===== config.mk =====
export PLATFORM = sky130hd
export DESIGN_NAME = s7s_serializer
export DESIGN_NICKNAME = d
export VERILOG_FILES = /design/src/rtl/s7s_pkg.sv /design/src/rtl/s7s_serializer.sv /design/src/rtl/s7s_shift_lane.sv
export SDC_FILE = /design/constraint.sdc
export NUM_CORES = 1
export LEC_CHECK = 0
export CAP_MARGIN = 0
export CORE_MARGIN = 2
export CORE_UTILIZATION = 35
export DETAILED_ROUTE_END_ITERATION = 12
export DONT_BUFFER_PORTS = 1
export MAX_ROUTING_LAYER = met4
export SLEW_MARGIN = 10
export SYNTH_ARGS = -nofsm -noshare
export SYNTH_HDL_FRONTEND = slang
export SYNTH_SLANG_ARGS = --single-unit

===== constraint.sdc =====
create_clock -name i_clk -period 13.2 [get_ports i_clk]
set_clock_uncertainty 0.2 [all_clocks]
set_input_delay 1.32 -clock i_clk [delete_from_list [all_inputs] [get_ports i_clk]]
set_output_delay 1.32 -clock i_clk [all_outputs]
set_load 0.05 [all_outputs]

===== src/rtl/s7s_pkg.sv =====
// Shared constants and state types for the seven-to-one display serializer.
package s7s_pkg;

    // ------------------------------------------------------------------
    // Link geometry
    // ------------------------------------------------------------------
    localparam int LANES = 4;
    localparam int BITS_PER_LANE = 7;
    localparam int DATA_BITS = LANES * BITS_PER_LANE;
    localparam int SERIAL_RATIO = 7;
    localparam logic [BITS_PER_LANE-1:0] CLOCK_LANE_PATTERN = 7'h63;
    localparam logic [2:0] LAST_BIT_INDEX = 3'h6;

    // ------------------------------------------------------------------
    // Timing
    // ------------------------------------------------------------------
    localparam int CLK_PERIOD_PS = 8000;
    localparam int PERIOD_WIDTH = 12;
    localparam logic [PERIOD_WIDTH-1:0] PERIOD_MAX = 12'hFFF;
    localparam logic [PERIOD_WIDTH-1:0] RATIO_STEP = 12'h007;

    // ------------------------------------------------------------------
    // Reset values
    // ------------------------------------------------------------------
    localparam logic [DATA_BITS-1:0] DATA_RESET = 28'h0000000;
    localparam logic [PERIOD_WIDTH-1:0] COUNT_RESET = 12'h000;
    localparam logic [2:0] INDEX_RESET = 3'h0;

    // ------------------------------------------------------------------
    // State types
    // ------------------------------------------------------------------
    typedef struct packed {
        logic pclk_s1;
        logic pclk_s2;
        logic pclk_prev;
        logic edge_sel_s1;
        logic edge_sel_s2;
        logic shdn_s1;
        logic shdn_s2;
        logic supply_s1;
        logic supply_s2;
        logic [DATA_BITS-1:0] data_s1;
        logic [DATA_BITS-1:0] data_s2;
        logic [DATA_BITS-1:0] load_reg;
        logic load_pend;
        logic frame_start;
        logic [PERIOD_WIDTH-1:0] count;
        logic [PERIOD_WIDTH-1:0] period;
        logic [PERIOD_WIDTH-1:0] accum;
        logic [2:0] bit_index;
        logic bit_tick;
        logic driver_en;
    } s7s_state_type;

    typedef struct packed {
        logic [LANES-1:0] data;
        logic clock;
    } s7s_serial_type;

endpackage : s7s_pkg


===== src/rtl/s7s_serializer.sv =====
// Seven-to-one display serializer: pixel capture, 7x bit timing and five lanes.
//
// Contract
// - Five 7-bit parallel-load serial-out lanes timed by a 7x bit clock generator.
// - 28 input bits per pixel clock leave on four data lanes and one clock lane.
// - Every active pixel clock edge while shutdown is high captures input bits 0..27 for the next frame.
// - Edge select high captures on rising pixel clock edge, low on falling edge.
// - Shutdown low stops the bit clock and disables line drivers; high runs normally.
// - Shutdown low clears the data, period and lane registers to zero and parks the bit index at its last bit.
// - Input supply off makes every input, shutdown included, read as high.
`timescale 1ns/1ps

module s7s_serializer (
    input wire logic i_clk,
    input wire logic i_rst_n,
    input wire logic i_pixel_clock_in,
    input wire logic i_capture_edge_select,
    input wire logic i_shutdown_clear_n,
    input wire logic i_input_stage_supply,
    input wire logic [s7s_pkg::DATA_BITS-1:0] i_pixel_data,
    output s7s_pkg::s7s_serial_type o_serial,
    output logic o_driver_en,
    output logic o_bit_tick,
    output logic o_frame_start
);

    // ------------------------------------------------------------------
    // Reset release
    // ------------------------------------------------------------------
    logic rst_meta_n;
    logic rst_n;

    always_ff @(posedge i_clk or negedge i_rst_n) begin
        if (!i_rst_n) begin
            rst_meta_n <= 1'b0;
            rst_n <= 1'b0;
        end else begin
            rst_meta_n <= 1'b1;
            rst_n <= rst_meta_n;
        end
    end

    // ------------------------------------------------------------------
    // State
    // ------------------------------------------------------------------
    s7s_pkg::s7s_state_type state;
    s7s_pkg::s7s_state_type next_state;

    logic supply_ok;
    logic pclk;
    logic edge_sel;
    logic shdn_n;
    logic [s7s_pkg::DATA_BITS-1:0] data_in;
    logic rise;
    logic fall;
    logic capture;
    logic clear;
    logic [s7s_pkg::PERIOD_WIDTH-1:0] accum_sum;

    // ------------------------------------------------------------------
    // Synchronised input view
    // ------------------------------------------------------------------
    // Inputs are sampled by the fast clock, so the source must hold data for
    // at least one fast cycle after the active edge.
    always_comb begin
        supply_ok = state.supply_s2;
        pclk = supply_ok ? state.pclk_s2 : 1'b1;
        edge_sel = supply_ok ? state.edge_sel_s2 : 1'b1;
        shdn_n = supply_ok ? state.shdn_s2 : 1'b1;
        data_in = supply_ok ? state.data_s2 : '1;
        rise = pclk && !state.pclk_prev;
        fall = !pclk && state.pclk_prev;
        capture = edge_sel ? rise : fall;
        clear = !shdn_n;
        accum_sum = state.accum + s7s_pkg::RATIO_STEP;
    end

    // ------------------------------------------------------------------
    // Period measurement
    // ------------------------------------------------------------------
    // The measured period is held at the ceiling instead of wrapping to zero.
    // A zero period would stop the bit generator for good on a slow pixel clock,
    // so a very slow source gets late bits rather than none.
    logic [s7s_pkg::PERIOD_WIDTH-1:0] period_meas;

    always_comb begin
        if (state.count == s7s_pkg::PERIOD_MAX) begin
            period_meas = s7s_pkg::PERIOD_MAX;
        end else begin
            period_meas = state.count + 1'b1;
        end
    end

    // ------------------------------------------------------------------
    // Next state
    // ------------------------------------------------------------------
    always_comb begin
        next_state = state;
        next_state.pclk_s1 = i_pixel_clock_in;
        next_state.pclk_s2 = state.pclk_s1;
        next_state.edge_sel_s1 = i_capture_edge_select;
        next_state.edge_sel_s2 = state.edge_sel_s1;
        next_state.shdn_s1 = i_shutdown_clear_n;
        next_state.shdn_s2 = state.shdn_s1;
        next_state.supply_s1 = i_input_stage_supply;
        next_state.supply_s2 = state.supply_s1;
        next_state.data_s1 = i_pixel_data;
        next_state.data_s2 = state.data_s1;
        next_state.pclk_prev = pclk;
        next_state.frame_start = 1'b0;
        next_state.bit_tick = 1'b0;
        next_state.driver_en = shdn_n;
        if (clear) begin
            // The synchronisers keep running so that release is seen promptly.
            next_state.load_reg = s7s_pkg::DATA_RESET;
            next_state.load_pend = 1'b0;
            next_state.count = s7s_pkg::COUNT_RESET;
            next_state.period = s7s_pkg::COUNT_RESET;
            next_state.accum = s7s_pkg::COUNT_RESET;
            next_state.bit_index = s7s_pkg::LAST_BIT_INDEX;
            next_state.driver_en = 1'b0;
        end else begin
            if (state.count != s7s_pkg::PERIOD_MAX) begin
                next_state.count = state.count + 1'b1;
            end
            if (capture) begin
                next_state.load_reg = data_in;
                next_state.load_pend = 1'b1;
                next_state.period = period_meas;
                next_state.count = s7s_pkg::COUNT_RESET;
            end
            if (state.load_pend) begin
                // Frame start realigns the 7x generator to the pixel clock.
                // An edge captured in this same cycle keeps its request pending;
                // the set wins so that the later capture is not dropped.
                next_state.load_pend = capture;
                next_state.frame_start = 1'b1;
                next_state.accum = s7s_pkg::COUNT_RESET;
                next_state.bit_index = s7s_pkg::INDEX_RESET;
            end else if (state.bit_index != s7s_pkg::LAST_BIT_INDEX &&
                         state.period != s7s_pkg::COUNT_RESET) begin
                // Fractional accumulator: a tick every seventh of the measured pixel period, six per frame.
                if (accum_sum >= state.period) begin
                    next_state.accum = accum_sum - state.period;
                    next_state.bit_tick = 1'b1;
                    next_state.bit_index = state.bit_index + 1'b1;
                end else begin
                    next_state.accum = accum_sum;
                end
            end
        end
    end

    // ------------------------------------------------------------------
    // State register
    // ------------------------------------------------------------------
    always_ff @(posedge i_clk or negedge rst_n) begin
        if (!rst_n) begin
            // The supply flag starts as present: starting as absent would force
            // every input high, fake a pixel edge and light the drivers briefly.
            state <= '0;
            state.bit_index <= s7s_pkg::LAST_BIT_INDEX;
            state.supply_s1 <= 1'b1;
            state.supply_s2 <= 1'b1;
        end else begin
            state <= next_state;
        end
    end

    // ------------------------------------------------------------------
    // Shift lanes
    // ------------------------------------------------------------------
    logic [s7s_pkg::LANES-1:0] lane_serial;
    logic clock_serial;

    genvar lane;
    generate
        for (lane = 0; lane < s7s_pkg::LANES; lane++) begin : g_lane
            s7s_shift_lane #(
                .WIDTH(s7s_pkg::BITS_PER_LANE)
            ) u_lane (
                .i_clk(i_clk),
                .i_rst_n(rst_n),
                .i_clear(clear),
                .i_load(state.frame_start),
                .i_load_data(state.load_reg[lane*s7s_pkg::BITS_PER_LANE +:
                                            s7s_pkg::BITS_PER_LANE]),
                .i_shift(state.bit_tick),
                .o_serial(lane_serial[lane])
            );
        end
    endgenerate

    s7s_shift_lane #(
        .WIDTH(s7s_pkg::BITS_PER_LANE)
    ) u_clock_lane (
        .i_clk(i_clk),
        .i_rst_n(rst_n),
        .i_clear(clear),
        .i_load(state.frame_start),
        .i_load_data(s7s_pkg::CLOCK_LANE_PATTERN),
        .i_shift(state.bit_tick),
        .o_serial(clock_serial)
    );

    // ------------------------------------------------------------------
    // Outputs
    // ------------------------------------------------------------------
    // Lines are quiet whenever the drivers are off, so a panel sees zeros.
    always_comb begin
        o_serial.data = state.driver_en ? lane_serial : '0;
        o_serial.clock = state.driver_en ? clock_serial : 1'b0;
    end

    assign o_driver_en = state.driver_en;
    assign o_bit_tick = state.bit_tick;
    assign o_frame_start = state.frame_start;

endmodule : s7s_serializer


===== src/rtl/s7s_shift_lane.sv =====
// One parallel-load, serial-out shift register lane of the serializer.
`timescale 1ns/1ps

module s7s_shift_lane #(
    parameter int WIDTH = 7
) (
    input wire logic i_clk,
    input wire logic i_rst_n,
    input wire logic i_clear,
    input wire logic i_load,
    input wire logic [WIDTH-1:0] i_load_data,
    input wire logic i_shift,
    output logic o_serial
);

    typedef struct packed {
        logic [WIDTH-1:0] shift;
        logic serial;
    } s7s_lane_state_type;

    s7s_lane_state_type state;
    s7s_lane_state_type next_state;

    // ------------------------------------------------------------------
    // Shift logic
    // ------------------------------------------------------------------
    // Lowest-index bit goes out first; load puts bit 0 on the line at once.
    always_comb begin
        next_state = state;
        if (i_clear) begin
            next_state = '0;
        end else if (i_load) begin
            next_state.serial = i_load_data[0];
            next_state.shift = {1'b0, i_load_data[WIDTH-1:1]};
        end else if (i_shift) begin
            next_state.serial = state.shift[0];
            next_state.shift = {1'b0, state.shift[WIDTH-1:1]};
        end
    end

    always_ff @(posedge i_clk or negedge i_rst_n) begin
        if (!i_rst_n) begin
            state <= '0;
        end else begin
            state <= next_state;
        end
    end

    assign o_serial = state.serial;

endmodule : s7s_shift_lane


==> results.cfg <==
[finish]
utilization_pct = 39.7
final_layout_size_suffix_gt1_share_pct = 8.41
final_nets = 728
area_growth_pct = 12.4
antenna_cells = 0
final_cells = 965
fin_area_um2 = 8270

[sta]
hold_viol_final = 0
timing.setup.tns_ps = 0
max-slew-margin-rel_pct = 33.1
maxSlewViolCount = 0
finalCritPeriodShare_pct = 29.4
fmax_ghz = 0.258
fin_crit_ps = 3880
finalSetupViolCount = 0
worst_pin_slew_ps = 1000
rsz0062_at_grt = no

[synthesis]
yosysWarnings = 0
ys_top_cells_by_area = dfrtp_1 (57%), mux2i_1 (4.5%), nor2_1 (4.0%)
synthArstFlopShare_pct = 100
avgSynthCellArea_um2 = 10.7
synth_commonest_cells = dfrtp_1 (169), nor2_1 (79), nand2_1 (55), a21oi_1 (49), o21ai_0 (45)
synth_area_um2 = 7360
synthDistinctLibCells = 57
synth-seq-cells = 173
ys.flop_type = dfrtp_1
synth_top_area_share_pct = 57.5
syn_inst = 685
syn_nets = 736
synth_top_area_cell = dfrtp_1
synth-edff-count = 0
synth-seq-area-share_pct = 58.9
synth_most_common_cell = dfrtp_1

[power_and_ir_drop]
powerDensity_nw_per_um2 = 192
p_leak_nw = 3.69
peakVddDrop_v = 0.000104
power.total_mw = 1.59

[setup_path]
worstSetupPathType = reg -> reg
cp_max_fo = 11
cp.required_ps = 13340
cp.arrival_ps = 4010
startpoint_type = flop
cp_common_cell = a21oi_1
worstPathCellList = o311ai_0, nor2_1, nand3_1, xnor2_1, ha_1, a21oi_1, o221ai_1, a21oi_1, nand2_2, or4_1, o211ai_1
worst_path_dominant_cell_family = compound AO/OA/AOI/OAI gates
cp_slowest_cell = o311ai_0
cp-end-kind = flop
cpPeakStageDelay_ps = 580
crit_buf_inv = 0

[floorplan]
die_area_um2 = 22200
die_h_um = 149
coreArea_um2 = 20800
placementRows = 53
io_pins = 42
chipWidth_um = 149
start_util_pct = 35.3

[detailed_routing]
first_pass_iters = 5
routed_wl_um = 13900
routedWlPerCell_um = 14.4
post_drt_via_cell_ratio = 4.86
drc_errors = 0
ant_nets = 0
vias = 4690
drt_iter0_drc = 268

[cts]
clk_pin_slew_ps = 70
cts_setup_buffers = 0
cts_sinks = 173
cts_root_buf = clkbuf_16
cts_resized = 0
cts_buffers = 17
htreeDepth = 4
clk_path_buf_depth = 2
cts_hold_buf = 0
cts_tree = built
clk_latency_ps = 430

[global_routing]
grt_pass1_vias = 4539
grt_use_met3_pct = 3.12
grtUsageMet2_pct = 20.0
grt.busiest_layer = met2
overflow = 0
grt_max_degree = 93
grt_pass1_wl_um = 23500
grt.met1_usage_pct = 19.3
track_usage_pct = 13.9
antenna_found_initial = 0

[place]
portBuffers = 0
dp.cells = 932
gp_congestion = 0.824
dpl-instance-area_um2 = 7610
dp_hpwl_um = 8940

[outcome]
outcome = completed

[min_path]
min_path_type = reg -> async

[flow_run]
maxCapViolCount = 0
layout by cell type, fill, tap and decap left out, types with 3 or more instances in the layout:
master and n:
clkbuf_16 17, a32oi_1 3, inv_1 29, nand3_1 17, and2_1 13, o22ai_1 7, nor3b_1 4, a31oi_1 4
and3_1 8, xnor2_1 13, dfrtp_1 166, o31ai_1 4, mux2i_1 33, a21o_1 4, nor2b_1 31, xor2_1 14
clkinv_8 3, a211oi_1 4, o21ai_0 45, nand2_1 55, o211ai_1 3, nor3_1 6, inv_8 3, nor2_1 79
nor4_1 3, inv_6 4, dfstp_2 4, a21oi_1 47, buf_4 6, nand2b_1 4, ha_1 16
logic make-up (layout without fill, tap and decap cells):
kind of cell,Yosys count,count (layout),synth area share (%)
xor+xnor,27,27,3.21
other cells,1,1,0.0510
simple gates,229,229,14.8
compound gates,141,141,11.8
mux,34,34,4.64
buf+inv,63,68,3.57
flops,173,173,58.9
fa+ha+maj,17,17,2.99
worst register-to-register path, delay by kind of cell, from the launching register on:
| kind | cells | cell delay, ps |
|---|---|---|
| compound gates | 5 | 1450 |
| xor+xnor | 1 | 150 |
| flops | 1 | 420 |
| simple gates | 4 | 1250 |
| fa+ha+maj | 1 | 320 |
flip-flops by register name, summed over array words and instances, names as in the netlist:
register,count
state,100
u_clock_lane.state,6
rst_n,1
o_frame_start,1
u_clock_lane.o_serial,1
g_lane.u_lane.o_serial,4
supply_ok,1
o_driver_en,1
o_bit_tick,1
next_state,32
g_lane.u_lane.state,24
rst_meta_n,1
per-stage QoR:
stage,hold WS [ps],worst slack [ps]
floorplan,131,7830
detailed placement,135,9380
finish,87.6,9320
CTS,145,9350
global route,133,9080
global placement,133,9490
layout make-up:
type / count / area, um^2
Timing Repair Buffer: 7 / 72.6
Sequential cell: 173 / 4340
Multi-Input combinational cell: 449 / 2770
Tap cell: 275 / 344
Fill cell: 2021 / 12600
Clock buffer: 18 / 439
Inverter: 29 / 109
Clock inverter: 14 / 193
report_power, final:
group / switching (mW) / total (mW) / internal, mW
registers: 0.0413 / 0.631 / 0.589
clock network: 0.227 / 0.522 / 0.295
logic: 0.268 / 0.437 / 0.169
total: 0.536 / 1.59 / 1.05
final timing paths:
| check | startpoint | end | slack [ps] | cells past startpoint |
|---|---|---|---|---|
| hold / removal | rst_n$_DFF_PN0_ | next_state[87]$_DFF_PN0_ | 90 | 0 |
| max in group asynchronous | rst_n$_DFF_PN0_ | o_bit_tick$_DFF_PN0_ | 10940 | 2 |
| hold reg to reg | rst_n$_DFF_PN0_ | next_state[87]$_DFF_PN0_ | 90 | 0 |
| min in group i_clk | next_state[82]$_DFF_PN0_ | state[82]$_DFF_PN0_ | 140 | 0 |
| setup / recovery | state[7]$_DFFE_PN0P_ | state[14]$_DFFE_PN0P_ | 9320 | 11 |
| setup reg to reg | state[7]$_DFFE_PN0P_ | state[14]$_DFFE_PN0P_ | 9320 | 11 |
metal layers:
| metal | vias up | wire length [um] |
|---|---|---|
| met3 | 8 | 431 |
| met5 | - | 0 |
| met1 | 2291 | 7060 |
| met2 | 74 | 6290 |
| li1 | 2317 | - |
| met4 | 0 | 140 |
Power figures use the tool's default switching activity.
